==> src/include/rxfa_pkg.sv <==
// Package with register map, framing constants and carrier types of the receive framer.
`default_nettype none
package rxfa_pkg;
	localparam int APB_AW = 16;
	localparam logic [13:0] IDX_STATUS = 14'h1107;
	localparam logic [13:0] IDX_IRQ_STATUS = 14'h110B;
	localparam logic [13:0] IDX_IRQ_ENABLE = 14'h110F;
	localparam logic [13:0] IDX_IN_SYNC = 14'h112B;
	localparam logic [13:0] IDX_AUTO_ALARM_MASTER_ENABLE = 14'h1163;
	localparam logic [7:0] RST_AUTO_ALARM_MASTER_ENABLE = 8'h03;
	localparam logic [7:0] RST_IRQ_ENABLE = 8'hFF;
	localparam logic [7:0] RST_IRQ_STATUS = 8'h00;
	localparam logic [3:0] RST_IN_SYNC = 4'h4;
	localparam logic [7:0] A1_PATTERN = 8'hF6;
	localparam logic [7:0] A2_PATTERN = 8'h28;
	localparam logic [4:0] A1_BYTES = 5'h09;
	localparam logic [4:0] LAST_FRAMING_BYTE = 5'h11;
	localparam logic [4:0] SEF_CLEAR_FRAMES = 5'h02;
	localparam logic [4:0] SEF_DECLARE_FRAMES = 5'h04;
	localparam logic [4:0] LOF_DECLARE_FRAMES = 5'h18;
	localparam logic [4:0] CNT_MAX = 5'h1F;
	// Positions within the defect status register.
	localparam int ST_LOS = 0;
	localparam int ST_SEF = 1;
	localparam int ST_LOF = 2;
	localparam int ST_SD = 3;
	localparam int ST_SF = 4;
	// Positions within the interrupt status register.
	localparam int IQ_LOS = 0;
	localparam int IQ_SEF = 1;
	localparam int IQ_LOF = 2;
	localparam int IQ_B1 = 3;
	localparam int IQ_B2 = 4;
	localparam int IQ_REI = 5;
	localparam int IQ_SD = 6;
	localparam int IQ_SF = 7;

	typedef enum logic [3:0] {
		FA_IN_FRAME = 4'b0001,
		FA_SEF1_LOF0 = 4'b0010,
		FA_SEF1_LOF1 = 4'b0100,
		FA_SEF0_LOF1 = 4'b1000
	} rxfa_state_t;

	typedef struct packed {
		logic rdi_l;
		logic s1_unstable;
		logic k1k2_unstable;
		logic sf;
		logic sd;
		logic los;
		logic loss_of_carrier;
		logic trace_mismatch;
		logic trace_unstable;
	} rxfa_defect_t;

	typedef struct packed {
		logic rei_l;
		logic b2_err;
		logic b1_err;
	} rxfa_event_t;

	typedef struct packed {
		logic [7:0] byte_data;
		logic valid;
		logic frame_start;
	} rxfa_line_t;
endpackage
`default_nettype wire
==> src/hdl/rxfa_top.sv <==
// Receive framing alignment, defect reporting and automatic downstream path AIS.
// What this block does
// - Auto_alarm_master_enable register: bit 0 master enable, bits 1-7 per-defect AIS enables.
// - Sending path AIS downstream makes the path overhead side declare AIS.
// - Sending path AIS downstream makes the cell processor declare loss of delineation.
// - Alignment machine is always in exactly one of four modes.
// - Starts in SEF=1/LOF=1 with status bits 2 and 1 set.
// - Two consecutive error-free frames clear SEF and enter SEF=0/LOF=1.
// - Entering SEF=0/LOF=1 clears status bit 1, keeps LOF set.
// - Any SEF change sets interrupt bit 1 and, while interrupt enable bit 1 is set, pulls the interrupt low.
// - Read-only defect status register, bits RDI-L down to LOS.
// - Interrupt status register of change and error bits, cleared by reading.
// - LOS clearing clears status bit 0, sets interrupt bit 0.
`timescale 1ns/10ps
`default_nettype none
module rxfa_top (
	input wire logic i_core_clk,
	input wire logic i_rst_n,
	input wire logic i_psel,
	input wire logic i_penable,
	input wire logic i_pwrite,
	input wire logic [rxfa_pkg::APB_AW-1:0] i_paddr,
	input wire logic [31:0] i_pwdata,
	output logic [31:0] o_prdata,
	output logic o_pready,
	output logic o_pslverr,
	input wire rxfa_pkg::rxfa_line_t i_line,
	input wire rxfa_pkg::rxfa_defect_t i_defect,
	input wire rxfa_pkg::rxfa_event_t i_event,
	output logic o_irq_n,
	output logic o_path_ais,
	output logic o_poh_ais_defect,
	output logic o_cell_lcd_defect
);
	import rxfa_pkg::*;

	rxfa_state_t state_r, state_nxt;
	logic [4:0] byte_cnt_r;
	logic chk_active_r;
	logic chk_err_r;
	logic frame_done_r;
	logic frame_bad_r;
	logic [4:0] good_cnt_r, good_nxt;
	logic [4:0] bad_cnt_r, bad_nxt;
	logic [7:0] auto_alarm_master_enable_r;
	logic [7:0] irq_en_r;
	logic [7:0] irq_r, irq_nxt;
	logic [3:0] in_sync_r;
	logic sef_d_r, lof_d_r, los_d_r, sd_d_r, sf_d_r;
	logic sef_w, lof_w;
	logic [7:0] status_w;
	logic [7:0] events_w;
	logic [13:0] idx_w;
	logic apb_fire;
	logic ais_cond;
	logic [4:0] cur_idx;
	logic [7:0] exp_byte;
	logic cur_bad;
	logic [4:0] sync_need;

	assign idx_w = i_paddr[15:2];
	assign apb_fire = i_psel & i_penable & o_pready;
	assign sef_w = (state_r == FA_SEF1_LOF0) | (state_r == FA_SEF1_LOF1);
	assign lof_w = (state_r == FA_SEF1_LOF1) | (state_r == FA_SEF0_LOF1);
	// Status is decoded live from the machine so it can never disagree with it.
	assign status_w = {i_defect.rdi_l, i_defect.s1_unstable, i_defect.k1k2_unstable,
		i_defect.sf, i_defect.sd, lof_w, sef_w, i_defect.los};

	// Framing byte check: 9 A1 then 9 A2 bytes follow each frame start.
	assign cur_idx = i_line.frame_start ? 5'h00 : byte_cnt_r;
	assign exp_byte = (cur_idx < A1_BYTES) ? A1_PATTERN : A2_PATTERN;
	assign cur_bad = (i_line.byte_data != exp_byte) | (~i_line.frame_start & chk_err_r);

	// A zero threshold still asks for one clean frame, or a bad frame would end LOF.
	assign sync_need = (in_sync_r == 4'h0) ? 5'h01 : {1'b0, in_sync_r};

	always_ff @(posedge i_core_clk) begin
		if (!i_rst_n) begin
			byte_cnt_r <= 5'h00;
			chk_active_r <= 1'b0;
			chk_err_r <= 1'b0;
			frame_done_r <= 1'b0;
			frame_bad_r <= 1'b0;
		end else begin
			frame_done_r <= 1'b0;
			if (i_line.valid && (i_line.frame_start || chk_active_r)) begin
				if (cur_idx == LAST_FRAMING_BYTE) begin
					frame_done_r <= 1'b1;
					frame_bad_r <= cur_bad;
					chk_active_r <= 1'b0;
					byte_cnt_r <= 5'h00;
				end else begin
					byte_cnt_r <= cur_idx + 5'h01;
					chk_err_r <= cur_bad;
					chk_active_r <= 1'b1;
				end
			end
		end
	end

	always_comb begin
		state_nxt = state_r;
		good_nxt = good_cnt_r;
		bad_nxt = bad_cnt_r;
		if (frame_done_r) begin
			if (frame_bad_r) begin
				bad_nxt = (bad_cnt_r == CNT_MAX) ? CNT_MAX : bad_cnt_r + 5'h01;
				good_nxt = 5'h00;
			end else begin
				good_nxt = (good_cnt_r == CNT_MAX) ? CNT_MAX : good_cnt_r + 5'h01;
				bad_nxt = 5'h00;
			end
			unique case (state_r)
				FA_IN_FRAME: begin
					if (bad_nxt >= SEF_DECLARE_FRAMES)
						state_nxt = FA_SEF1_LOF0;
				end
				FA_SEF1_LOF0: begin
					if (good_nxt >= SEF_CLEAR_FRAMES)
						state_nxt = FA_IN_FRAME;
					else if (bad_nxt >= LOF_DECLARE_FRAMES)
						state_nxt = FA_SEF1_LOF1;
				end
				FA_SEF1_LOF1: begin
					if (good_nxt >= SEF_CLEAR_FRAMES)
						state_nxt = FA_SEF0_LOF1;
				end
				FA_SEF0_LOF1: begin
					if (good_nxt >= sync_need)
						state_nxt = FA_IN_FRAME;
					else if (bad_nxt >= SEF_DECLARE_FRAMES)
						state_nxt = FA_SEF1_LOF1;
				end
				default: state_nxt = FA_SEF1_LOF1;
			endcase
			if (state_nxt != state_r) begin
				good_nxt = 5'h00;
				bad_nxt = 5'h00;
			end
		end
	end

	always_ff @(posedge i_core_clk) begin
		if (!i_rst_n) begin
			state_r <= FA_SEF1_LOF1;
			good_cnt_r <= 5'h00;
			bad_cnt_r <= 5'h00;
		end else begin
			state_r <= state_nxt;
			good_cnt_r <= good_nxt;
			bad_cnt_r <= bad_nxt;
		end
	end

	// Edge detectors start at the reset picture so leaving reset raises no false change.
	always_ff @(posedge i_core_clk) begin
		if (!i_rst_n) begin
			sef_d_r <= 1'b1;
			lof_d_r <= 1'b1;
			los_d_r <= 1'b0;
			sd_d_r <= 1'b0;
			sf_d_r <= 1'b0;
		end else begin
			sef_d_r <= sef_w;
			lof_d_r <= lof_w;
			los_d_r <= i_defect.los;
			sd_d_r <= i_defect.sd;
			sf_d_r <= i_defect.sf;
		end
	end

	assign events_w = {sf_d_r ^ i_defect.sf, sd_d_r ^ i_defect.sd, i_event.rei_l,
		i_event.b2_err, i_event.b1_err, lof_d_r ^ lof_w,
		sef_d_r ^ sef_w, los_d_r ^ i_defect.los};

	// Only the bits handed out in the read data are cleared, so an event that lands
	// between the capture and the end of the read survives, and a set beats the clear.
	always_comb begin
		irq_nxt = irq_r;
		if (apb_fire && !i_pwrite && idx_w == IDX_IRQ_STATUS)
			irq_nxt = irq_r & ~o_prdata[7:0];
		irq_nxt = irq_nxt | events_w;
	end

	always_ff @(posedge i_core_clk) begin
		if (!i_rst_n) begin
			irq_r <= RST_IRQ_STATUS;
			o_irq_n <= 1'b1;
		end else begin
			irq_r <= irq_nxt;
			o_irq_n <= ~|(irq_r & irq_en_r);
		end
	end

	always_ff @(posedge i_core_clk) begin
		if (!i_rst_n) begin
			auto_alarm_master_enable_r <= RST_AUTO_ALARM_MASTER_ENABLE;
			irq_en_r <= RST_IRQ_ENABLE;
			in_sync_r <= RST_IN_SYNC;
		end else if (apb_fire && i_pwrite) begin
			if (idx_w == IDX_AUTO_ALARM_MASTER_ENABLE)
				auto_alarm_master_enable_r <= i_pwdata[7:0];
			if (idx_w == IDX_IRQ_ENABLE)
				irq_en_r <= i_pwdata[7:0];
			if (idx_w == IDX_IN_SYNC)
				in_sync_r <= i_pwdata[3:0];
		end
	end

	// One wait state: read data is captured when pready rises.
	always_ff @(posedge i_core_clk) begin
		if (!i_rst_n) begin
			o_pready <= 1'b0;
			o_prdata <= 32'h00000000;
			o_pslverr <= 1'b0;
		end else begin
			o_pready <= i_psel & i_penable & ~o_pready;
			if (i_psel && i_penable && !o_pready) begin
				o_pslverr <= 1'b0;
				unique case (idx_w)
					IDX_STATUS: o_prdata <= {24'h000000, status_w};
					IDX_IRQ_STATUS: o_prdata <= {24'h000000, irq_r};
					IDX_IRQ_ENABLE: o_prdata <= {24'h000000, irq_en_r};
					IDX_IN_SYNC: o_prdata <= {28'h0000000, in_sync_r};
					IDX_AUTO_ALARM_MASTER_ENABLE: o_prdata <= {24'h000000, auto_alarm_master_enable_r};
					default: begin
						o_prdata <= 32'h00000000;
						o_pslverr <= 1'b1;
					end
				endcase
			end
		end
	end

	assign ais_cond = auto_alarm_master_enable_r[0] & |(auto_alarm_master_enable_r[7:1] & {i_defect.trace_unstable,
		i_defect.trace_mismatch, i_defect.sf, i_defect.sd, i_defect.loss_of_carrier,
		lof_w, i_defect.los});

	// Downstream consumers are told in the same cycle so their defects never lag the AIS.
	always_ff @(posedge i_core_clk) begin
		if (!i_rst_n) begin
			o_path_ais <= 1'b0;
			o_poh_ais_defect <= 1'b0;
			o_cell_lcd_defect <= 1'b0;
		end else begin
			o_path_ais <= ais_cond;
			o_poh_ais_defect <= ais_cond;
			o_cell_lcd_defect <= ais_cond;
		end
	end

	state_onehot_a: assert property (@(posedge i_core_clk) disable iff (!i_rst_n)
		$onehot(state_r)) else $error("alignment state not one-hot");
	reset_start_a: assert property (@(posedge i_core_clk)
		!i_rst_n |=> state_r == FA_SEF1_LOF1 && status_w[2:1] == 2'b11)
		else $error("reset did not enter SEF=1/LOF=1");
	sef_clear_a: assert property (@(posedge i_core_clk) disable iff (!i_rst_n)
		state_r == FA_SEF1_LOF1 && frame_done_r && !frame_bad_r && good_cnt_r == 5'h01
		|=> state_r == FA_SEF0_LOF1) else $error("two good frames did not clear SEF");
	sef0_status_a: assert property (@(posedge i_core_clk) disable iff (!i_rst_n)
		state_r == FA_SEF0_LOF1 |-> !status_w[1] && status_w[2])
		else $error("SEF=0/LOF=1 status wrong");
	sef_irq_a: assert property (@(posedge i_core_clk) disable iff (!i_rst_n)
		$changed(sef_w) && irq_en_r[1] |-> ##[1:2] (irq_r[1] && !o_irq_n))
		else $error("SEF change gave no interrupt");
	read_clear_a: assert property (@(posedge i_core_clk) disable iff (!i_rst_n)
		apb_fire && !i_pwrite && idx_w == IDX_IRQ_STATUS && events_w == 8'h00
		|=> (irq_r & $past(o_prdata[7:0])) == 8'h00) else $error("read did not clear");
	los_clear_a: assert property (@(posedge i_core_clk) disable iff (!i_rst_n)
		$fell(i_defect.los) |=> irq_r[0] && !status_w[0]) else $error("LOS clear not flagged");
	ais_los_a: assert property (@(posedge i_core_clk) disable iff (!i_rst_n)
		i_defect.los && auto_alarm_master_enable_r[1:0] == 2'b11 |=> o_path_ais)
		else $error("LOS did not insert path AIS");
	ais_follow_a: assert property (@(posedge i_core_clk) disable iff (!i_rst_n)
		o_path_ais == o_poh_ais_defect) else $error("path AIS defect not declared");
	lcd_follow_a: assert property (@(posedge i_core_clk) disable iff (!i_rst_n)
		o_path_ais == o_cell_lcd_defect) else $error("cell delineation loss not declared");
	a1_err_a: assert property (@(posedge i_core_clk) disable iff (!i_rst_n)
		i_line.valid && i_line.frame_start && i_line.byte_data != A1_PATTERN |=> chk_err_r)
		else $error("bad A1 byte not flagged");

	// The exits from SEF=0/LOF=1, the SEF=1/LOF=0 status, the LOF interrupt and the interrupt pin's level are checked on their own as well.
	lof_irq_a: assert property (@(posedge i_core_clk) disable iff (!i_rst_n)
		$changed(lof_w) && irq_en_r[2] |-> ##[1:2] (irq_r[2] && !o_irq_n))
		else $error("LOF change gave no interrupt");
	irq_level_a: assert property (@(posedge i_core_clk) disable iff (!i_rst_n)
		(irq_r & irq_en_r) != 8'h00 |=> !o_irq_n)
		else $error("pending interrupt not signalled");
	sef_only_status_a: assert property (@(posedge i_core_clk) disable iff (!i_rst_n)
		state_r == FA_SEF1_LOF0 |-> status_w[2:1] == 2'b01)
		else $error("SEF=1/LOF=0 status wrong");
	lof_return_a: assert property (@(posedge i_core_clk) disable iff (!i_rst_n)
		state_r == FA_SEF0_LOF1 && frame_done_r && frame_bad_r && bad_cnt_r == 5'h03
		|=> state_r == FA_SEF1_LOF1) else $error("four bad frames did not declare SEF");
	in_sync_exit_a: assert property (@(posedge i_core_clk) disable iff (!i_rst_n)
		state_r == FA_SEF0_LOF1 && frame_done_r && !frame_bad_r && good_cnt_r + 5'h01 >= sync_need
		|=> state_r == FA_IN_FRAME) else $error("in-sync threshold did not clear LOF");

	in_frame_c: cover property (@(posedge i_core_clk) disable iff (!i_rst_n)
		state_r == FA_IN_FRAME);
	sef_only_c: cover property (@(posedge i_core_clk) disable iff (!i_rst_n)
		state_r == FA_SEF1_LOF0);
	ais_c: cover property (@(posedge i_core_clk) disable iff (!i_rst_n) $rose(o_path_ais));
	irq_read_c: cover property (@(posedge i_core_clk) disable iff (!i_rst_n)
		apb_fire && !i_pwrite && idx_w == IDX_IRQ_STATUS && o_prdata[1]);
	sef0_lof1_c: cover property (@(posedge i_core_clk) disable iff (!i_rst_n)
		state_r == FA_SEF0_LOF1);
endmodule
`default_nettype wire

==> config.mk <==
export PLATFORM = sky130hd
export DESIGN_NAME = rxfa_top
export DESIGN_NICKNAME = d
export VERILOG_FILES = /design/src/include/rxfa_pkg.sv /design/src/hdl/rxfa_top.sv
export SDC_FILE = /design/constraint.sdc
export NUM_CORES = 1
export LEC_CHECK = 0
export BUFFER_PORTS_ARGS = -buffer_cell sky130_fd_sc_hd__buf_2
export CAP_MARGIN = 40
export CORE_ASPECT_RATIO = 0.7
export CORE_MARGIN = 2
export CORE_UTILIZATION = 55
export CTS_CLUSTER_DIAMETER = 100
export DETAILED_ROUTE_END_ITERATION = 12
export PLACE_DENSITY = 0.95
export SYNTH_ARGS = -nofsm -noshare
export SYNTH_HDL_FRONTEND = slang
export SYNTH_SLANG_ARGS = --single-unit
==> constraint.sdc <==
create_clock -name i_core_clk -period 6.79 [get_ports i_core_clk]
set_input_delay 0 -clock i_core_clk [delete_from_list [all_inputs] [get_ports i_core_clk]]
set_output_delay 0 -clock i_core_clk [all_outputs]
set_load 0.01 [all_outputs]
---- Yosys cells after proc, flatten, opt, wreduce, memory -nomap -nowiden ----
Cells that the tools add are included.
word-level totals
  input bits .............................. 75
  output and inout bits ................... 38
  register bits ........................... 92
operators by class
  equal/unequal tests ..................... 14
  order comparisons ....................... 5
  bitwise logic cells ..................... 21
  mux-type cells .......................... 25
  reduce and logical (&&, ||, !) cells .... 20
  $add $sub $neg .......................... 3
operators with widths
  cell                    count
  $eq A14 B13 Y1 const B  5
  $mux W5                 10
  $pmux W8 S5             1
  $mux W4                 8
  $and A8 B8 Y8           2
  $mux W8                 2
  $pmux W4 S4             1
  $add A5 B1 Y5 const B   3
  $eq A5 B5 Y1 const B    3
  $reduce_and A2 Y1       6
  $ne A8 B8 Y1            1
  $not A8 Y8              1
  $or A8 B8 Y8            1
  $reduce_or A8 Y1        1
  $and A7 B7 Y7           1
  $reduce_or A7 Y1        1
  $logic_and A1 B1 Y1     6
  $and A1 B1 Y1           5
  $ge A5 B2 Y1 const B    1
  $ge A5 B3 Y1 const B    1
  $ge A5 B4 Y1            1
  $ge A5 B5 Y1 const B    1
  $lt A5 B4 Y1 const B    1
  $reduce_or A5 Y1        1
  other kinds (12)        24

---- Depth between registers and ports, before layout ----
Gate-level depths: netlist (run 1).
  depth in word-level cells ............... 11
  gate-level depth with buffers ........... 12
  depth with buffers taken out ............ 12

---- Least setup slack after synthesis (run 1) ----
No wires, ideal clock.
  kind .................................... flip-flop to flip-flop
  from .................................... reg good_cnt_r[0]
  to ...................................... reg bad_cnt_r[4]
  setup slack ............................. 3.909 ns
  arrival ................................. 2.822 ns
  period minus slack after synthesis ...... 2.881 ns
  setup time .............................. 0.058 ns
  data required time ...................... 6.732 ns
  cell stages (with the launch flop) ...... 12
  path buffers ............................ 0
  cell sequence ........................... dfxtp_1 -> ha_1 -> nand4_1 -> a21o_1 -> ha_1 -> nand2b_4 -> a2111oi_4 -> o22ai_2 -> a221oi_2 -> o2111ai_4 -> nor4bb_1 -> o22a_1
between the ends
  longest elaborated chain between the ends .. 10
  elaborated cells on any way between the ends .. 14
  those cells by class .................... 1 x add/sub; 2 x order compare; 2 x eq/ne; 9 x mux
ends and longest elaborated chain
  what                                                  line                                               source
  start: declaration                                    rxfa_top.sv:43                                     logic [4:0] good_cnt_r, good_nxt;
  start signal: assignment                              rxfa_top.sv:150                                    good_cnt_r <= good_nxt;
  $add A5 B1 Y5 / $eq A5 B5 Y1 (equally long branches)  rxfa_top.sv:110                                    good_nxt = (good_cnt_r == CNT_MAX) ? CNT_MAX : good_cnt_r + 5'h01;
  $mux W5 *                                             rxfa_top.sv:110
  $mux W5 *                                             rxfa_top.sv:106                                    if (frame_bad_r) begin
  $mux W5 *                                             rxfa_top.sv:105                                    if (frame_done_r) begin
  $ge A5 B4 Y1 / $ge A5 B2 Y1 (equally long branches)   rxfa_top.sv:129, rxfa_top.sv:119, rxfa_top.sv:125
  $mux W4, on equally long branches                     rxfa_top.sv:129, rxfa_top.sv:119, rxfa_top.sv:125
  $pmux W4 S4 *                                         rxfa_top.sv:113                                    unique case (state_r)
  $mux W4 *                                             rxfa_top.sv:105
  $ne A4 B4 Y1 *                                        rxfa_top.sv:136                                    if (state_nxt != state_r) begin
  $mux W5 *                                             rxfa_top.sv:136
  end signal: assignment                                rxfa_top.sv:151                                    bad_cnt_r <= bad_nxt;
  end: declaration                                      rxfa_top.sv:44                                     logic [4:0] bad_cnt_r, bad_nxt;
Every way passes the cells marked *; elsewhere a longest branch is shown, timed or not. The select of a mux whose other input is x is not followed.
A chain may end at the register's enable or synchronous reset.

---- Worst setup path after layout (run 1) ----
Ends and elaborated chain as after synthesis.

==> flow_summary.ini, run 1 <==
[status]
status = complete, but fails checks
violations = design-rule violations

[clock_tree]
clock-sinks = 68
cts_made_buffers = 9
path_clk_slew_ns = 0.08
htreeDepth = 3
clk_path_buf_depth = 2
clockRootBuffer = clkbuf_8
postCtsSetupBuffers = 0
cts_tree = built
clk-insertion-delay-late_ns = 0.34

[power_and_ir_drop]
pwr-share-clk_pct = 41.0
switchingPower_uw = 215.4
power_uw = 827.3
powerDensity_nw_per_um2 = 186.2
pwr-share-comb_pct = 9.1
power.share.sequential_pct = 50.0
vdd_drop_max_mv = 0.1213
swShare_pct = 26.03
leakagePower_nw = 1.824
p_int_uw = 611.9

[sta]
slew_viol_final = 0
clock-skew-final_ns = 0.007470
final.setup.tns_ns = 0
grt_setup_unrepaired = no
max_freq_mhz = 306.5
finalSetupViolations = 0
period_share_pct = 48.05
finalCriticalPeriod_ns = 3.263
final-hold-violation-count = 0
worstMarginPinSlew_ns = 0.8948
relSlewSlack_pct = 40.35

[critical_path]
path_max_fanout = 9
r2r_start = good_cnt_r[0]
critPathKind = reg -> reg
r2r_end = bad_cnt_r[4]
endpoint_kind = register
cp.required_ns = 7.08
cp.arrival_ns = 3.55
crit_path_end = bad_cnt_r[4]
rrSetupSlack_ns = 3.53
reg2reg_depth = 11
critical_path.startpoint = good_cnt_r[0]
cp-start-kind = register

[final_layout]
fin_area_um2 = 4444
multi_input_area_um2 = 2277
layout_common_cells = 68 x dfxtp_1, 63 x buf_2, 51 x nand2_1
antenna_cells = 0
nNetsFinal = 595
nFillCells = 482
final_common_cell = dfxtp_1
areaGrowthSynthToFinish_pct = 14.18
post-route-util_pct = 65.47
regArea_um2 = 1361
drive_gt1_share_pct = 19.15

[routing]
vias = 3786
dr.first_iter.drc_count = 513
drcViolationCount = 1
first_pass_iters = 9
wire_per_inst_um = 17.15
vias_per_cell = 6.196
totalWireLength_um = 10480
postRouteAntennaNets = 0

[placed_design]
routabilityCongestion = 0.9065
hpwl_um = 6966
place_area_um2 = 4105
io_buffers = 62

[yosys]
yosysWarnings = 0
synth_ff_type = dfxtp_1
async_reset_ff_share_pct = 0
synth-edff-count = 0
postSynthAreaPerCell_um2 = 8.612
synthDistinctLibCells = 68
ys_seq_elements = 68
yosysSeqAreaShare_pct = 34.97
syn_inst = 452
syn_area_um2 = 3892

[floorplan]
fp-row-count = 25
start_util_pct = 57.35
fp.dieH_um = 74.39
ioPinCount = 113
coreArea_um2 = 6788
die_area_um2 = 7777
die_x_um = 104.6

[grt]
grt_pass1_vias = 3538
grt_pass1_wl_um = 16630
grt.overflow.total = 0
grt_max_degree = 61
antenna_found_initial = 0
grt_util_all_layers_pct = 26.79

[run]
cap_violations = 0

[worst_hold_path]
hold_class = in -> reg
-- metrics by stage --
step           hold WS [ns]  cells  setup WS, ns
2_1_floorplan        0.1217    475         3.909
3_3_place_gp         0.2306    580         3.669
3_5_place_dp         0.2371    581         3.579
4_1_cts             0.07121    611         3.546
5_1_grt              0.1068    611         3.332
6_report            0.07616    611         3.527
-- power by group through the flow --
| stage | Clock, mW | Sequential, mW | Combinational, mW |
|---|---|---|---|
| 2_1_floorplan | 0 | 0.422 | 0.0478 |
| 3_3_place_gp | 0 | 0.422 | 0.0621 |
| 4_1_cts | 0.341 | 0.413 | 0.0718 |
| 5_1_grt | 0.354 | 0.414 | 0.0810 |
| 3_5_place_dp | 0 | 0.422 | 0.0649 |
| 6_report | 0.339 | 0.413 | 0.0750 |
-- synthesized netlist by cell type (9+ instances only) --
| cell type | instances | share of area (%) |
|---|---|---|
| nand2_1 | 51 | 4.9 |
| dfxtp_1 | 68 | 35 |
| o21ai_0 | 29 | 3.7 |
| nor2b_1 | 22 | 3.5 |
| nand3_1 | 14 | 1.8 |
| mux2i_1 | 18 | 4.6 |
| nor2_1 | 20 | 1.9 |
| buf_4 | 29 | 5.6 |
| nor3_1 | 9 | 1.2 |
| a21oi_1 | 23 | 3.0 |
| inv_1 | 9 | 0.87 |
| clkbuf_1 | 14 | 1.4 |
| and2_1 | 11 | 1.8 |
-- logic make-up after synthesis --
| group | after synthesis | synth area share [%] |
|---|---|---|
| AO/OA/AOI/OAI | 115 | 22.08 |
| XOR/XNOR | 8 | 1.800 |
| adder cells (fa/ha/maj) | 8 | 2.572 |
| buffers and inverters | 60 | 8.743 |
| flip-flops | 68 | 34.97 |
| multiplexers | 22 | 5.786 |
| other | 1 | 0.09634 |
| AND/OR/NAND/NOR | 170 | 23.95 |
-- flip-flops by register name, indices dropped and copies added (netlist names) --
| register | cells |
|---|---|
| frame_done_r | 1 |
| chk_err_r | 1 |
| los_d_r | 1 |
| o_prdata | 8 |
| bad_cnt_r | 5 |
| chk_active_r | 1 |
| in_sync_r | 4 |
| lof_d_r | 1 |
| auto_alarm_master_enable_r | 8 |
| state_r | 4 |
| frame_bad_r | 1 |
| irq_en_r | 8 |
| o_cell_lcd_defect | 1 |
| byte_cnt_r | 5 |
| good_cnt_r | 5 |
| o_irq_n | 1 |
| sf_d_r | 1 |
| irq_r | 8 |
| o_pslverr | 1 |
| sd_d_r | 1 |
| o_pready | 1 |
| sef_d_r | 1 |
-- per-layer routing --
layer  GRT usage [%]  part of all wire, %
met1           32.72                   39
met3           7.099                   11
met5               0                    0
met2           45.32                   47
met4           12.46                  3.1
-- critical path: stages, from the launching register on --
cell	delay, ns
dfxtp_1	0.41
ha_1	0.29
nand4_1	0.14
a21o_1	0.23
ha_1	0.31
nand2b_4	0.15
a2111oi_4	0.34
o22ai_2	0.18
a221oi_2	0.39
o2111ai_4	0.24
nor4bb_1	0.35
o22a_1	0.18
-- how the worst min path moves through the flow --
stage | from | end | slack (ns) | cells past startpoint
final | i_line[2] | frame_bad_r | 0.08 | 4
after global placement | i_pwdata[5] | irq_en_r[5] | 0.23 | 3
after detailed placement | i_event[1] | irq_r[4] | 0.24 | 3
after CTS | i_paddr[8] | o_prdata[3] | 0.07 | 4
after global routing | i_paddr[8] | o_prdata[2] | 0.11 | 4
after floorplan | i_defect[3] | los_d_r | 0.12 | 1
-- repair_timing --
action,4_1_cts,5_1_grt
resized for setup,0,0
hold buffers,14,0
hold endpoints to repair,26,0
-- final cells by class --
type,instances,area share [%]
Timing Repair Buffer,77,10.25
Sequential cell,68,30.63
Clock buffer,9,2.787
Inverter,9,0.7601
Clock inverter,7,1.689
Tap cell,94,2.646
Multi-Input combinational cell,347,51.24
(Power assumes the default switching activity.)
==> run 2, diff against run 1 <==
--- a/config.mk
+++ b/config.mk
@@ -5,14 +5,15 @@
 export SDC_FILE = /design/constraint.sdc
 export NUM_CORES = 1
 export LEC_CHECK = 0
+export ABC_AREA = 1
 export BUFFER_PORTS_ARGS = -buffer_cell sky130_fd_sc_hd__buf_2
 export CAP_MARGIN = 40
 export CORE_ASPECT_RATIO = 0.7
 export CORE_MARGIN = 2
-export CORE_UTILIZATION = 55
+export CORE_UTILIZATION = 53
 export CTS_CLUSTER_DIAMETER = 100
 export DETAILED_ROUTE_END_ITERATION = 12
-export PLACE_DENSITY = 0.95
+export PLACE_DENSITY = 0.93
 export SYNTH_ARGS = -nofsm -noshare
 export SYNTH_HDL_FRONTEND = slang
 export SYNTH_SLANG_ARGS = --single-unit
==> constraint.sdc (replaced) <==
create_clock -name i_core_clk -period 3.1 [get_ports i_core_clk]
set_input_delay 0 -clock i_core_clk [delete_from_list [all_inputs] [get_ports i_core_clk]]
set_output_delay 0 -clock i_core_clk [all_outputs]
set_load 0.01 [all_outputs]
==> run 2 against run 1 <==
Highest routed layer unchanged; register-to-register slack lost 3.2 ns; critical endpoint is now good_cnt_r[2]; wire length is 0.28% higher; the flow now finishes without violations; synthesized cell count is 28% higher; synthesized area rose by 1.9%; hold slack worse by 0.033 ns; power increased by 140%; sequential power rose by 120%; utilization decreased by 1.3 points; clock skew about the same; clock-buffer cell count grew 2; sequential share of layout area down 1.5 points; via count grew 8.2%.
==> flow_summary.ini, run 2 <==
[placed_design]
hpwl_um = 7450
routabilityCongestion = 0.9524
dp_cells = 728
io_buffers = 62
place_area_um2 = 4282
pre_cts_slack_ns = 0.4192

[yosys]
synthDistinctLibCells = 43
postSynthAreaPerCell_um2 = 6.836
ys_seq_elements = 68
synth_ff_type = dfxtp_1
async_reset_ff_share_pct = 0
synth_most_common_cell = nand2_1
yosys.area.top_type = dfxtp_1
synth_top_family_by_area = simple AND/OR/NAND/NOR gates
yosysWarnings = 0
synth-edff-count = 0
synth_xor_area_share_pct = 1.767
synth-simple-area-share_pct = 29.00
synth_fa_ha_area_share_pct = 2.524
synth_mux_area_share_pct = 0
yosysSeqAreaShare_pct = 34.33
synth_common_cells = 107 x nand2_1, 95 x inv_1, 68 x dfxtp_1
synth.top_cells.by_area = dfxtp_1 34%, nand2_1 10%, inv_1 9.0%
synth_compound_area_share_pct = 16.54
yosysTopAreaCellShare_pct = 34.33
syn_inst = 580
syn_area_um2 = 3965

[sta]
final.setup.tns_ns = 0
worst_slack_ns = 0.3056
finalSetupViolations = 0
slew_viol_final = 0
worstMarginPinSlew_ns = 0.7063
period_share_pct = 90.14
finalCriticalPeriod_ns = 2.794
max_freq_mhz = 357.9
timing.hold.ws_ns = 0.04332
relSlewSlack_pct = 51.70
grt_setup_unrepaired = no
final-hold-violation-count = 0
clock-skew-final_ns = 0.007515

[worst_hold_path]
hold_class = in -> reg
worst_hold_startpoint = i_line[0]

[routing]
vias = 4097
vias_per_cell = 5.405
dr.first_iter.drc_count = 468
drcViolationCount = 0
totalWireLength_um = 10510
postRouteAntennaNets = 0
first_pass_iters = 6
wire_per_inst_um = 13.87

[run]
cap_violations = 0

[power_and_ir_drop]
pwr-share-comb_pct = 8.7
powerDensity_nw_per_um2 = 428.6
switchingPower_uw = 466.1
vdd_drop_max_mv = 0.2908
pwr-share-clk_pct = 46.4
swShare_pct = 23.24
power.share.sequential_pct = 44.9
leakagePower_nw = 2.305
p_int_mw = 1.540
power_mw = 2.006

[final_layout]
antenna_cells = 0
multi_input_area_um2 = 2066
nFillCells = 614
instances_no_fill = 758
layout_common_cells = 107 x nand2_1, 95 x inv_1, 68 x dfxtp_1
regArea_um2 = 1361
nNetsFinal = 738
drive_gt1_share_pct = 17.58
final_common_cell = nand2_1
areaGrowthSynthToFinish_pct = 18.02
post-route-util_pct = 64.22
fin_area_um2 = 4679

[critical_path]
rrSetupSlack_ns = 0.31
path_common_cell = nand2_1
critPathKind = reg -> reg
cpMaxStageDelayCell = dfxtp_1
path_buf_inv = 1
cp_cell_sequence = ha_1, nand3_1, nor2_1, o21ai_2, inv_1, ha_1, nand2_1, nand2_1, nand2_1, nand2_1, a21oi_2, nand2_1, nand2_1, nand2_1, nand2_1, nand3_2, nor2_8, nand2_1, a21oi_1
endpoint_kind = register
cp.required_ns = 3.38
path_max_fanout = 10
cp-start-kind = register
cp_slowest_stage_delay_ns = 0.35
cp.arrival_ns = 3.07
crit_family = simple AND/OR/NAND/NOR gates
r2r_start = good_cnt_r[0]
critical_path.startpoint = good_cnt_r[0]

[grt]
grt_max_degree = 39
grt.overflow.total = 0
grt_util_all_layers_pct = 25.85
grt_pass1_wl_um = 16970
antenna_found_initial = 0
grt_pass1_vias = 3710

[clock_tree]
htreeDepth = 3
cts_tree = built
postCtsSetupBuffers = 0
clockRootBuffer = clkbuf_8
ctsHoldBuffers = 14
clock-sinks = 68
cts_resized = 0
clk_path_buf_depth = 2
path_clk_slew_ns = 0.07
cts_made_buffers = 9
clk-insertion-delay-late_ns = 0.36

[floorplan]
ioPinCount = 113
die_area_um2 = 8200
fp-row-count = 26
start_util_pct = 54.41
die_x_um = 107.4
coreArea_um2 = 7287
fp.dieH_um = 76.37

[status]
status = finished, final reports clean
## run 2: cell types whose count changed in the layout (fill, tap and decap cells not counted), moves of 11 or more
| cell | delta |
|---|---|
| a21oi_1 | +20 |
| and2_1 | -11 |
| inv_1 | +86 |
| mux2i_1 | -18 |
| nand2_1 | +56 |
| nand3_1 | +28 |
| nor2_1 | +22 |
| nor2b_1 | -22 |
| o22ai_1 | +13 |
## run 2: path summary, 6_finish.rpt
check | to | depth (start not counted)
max reg2reg | good_cnt_r[2] | 19
max | good_cnt_r[2] | 19
min reg2reg | irq_en_r[5] | 2
min | byte_cnt_r[0] | 3
## run 2: cells by family after synthesis
kind of cell / Yosys count
flip-flops: 68
XOR/XNOR: 8
AND/OR/NAND/NOR: 241
AO/OA/AOI/OAI: 114
adder cells (fa/ha/maj): 8
buffers and inverters: 140
other: 1
## run 2: layout make-up
cell class,count,area share (%)
Sequential cell,68,29.09
Multi-Input combinational cell,395,44.14
Inverter,103,8.262
Clock inverter,5,2.273
Clock buffer,11,3.235
Tap cell,98,2.620
Timing Repair Buffer,78,10.37
## run 2: per-layer routing
layer	routed length, µm	track usage, %	vias to the layer above
li1	-	-	1989
met1	4360	34.21	1834
met2	4875	40.89	240
met3	1027	6.672	34
met4	246	9.231	0
met5	0	0	-
## run 2: worst min-delay path, stage by stage
cell and delay [ns]:
buf_2 0.15, o21ai_0 0.09, a21oi_1 0.12
## run 2: power by group through the flow
stage               registers (mW)  logic, mW  clock network (mW)
finish                       0.901      0.175               0.930
global route                 0.902      0.191               0.974
CTS                          0.900      0.168               0.934
detailed placement           0.920      0.153                   0
global placement             0.920      0.144                   0
floorplan                    0.922      0.106                   0
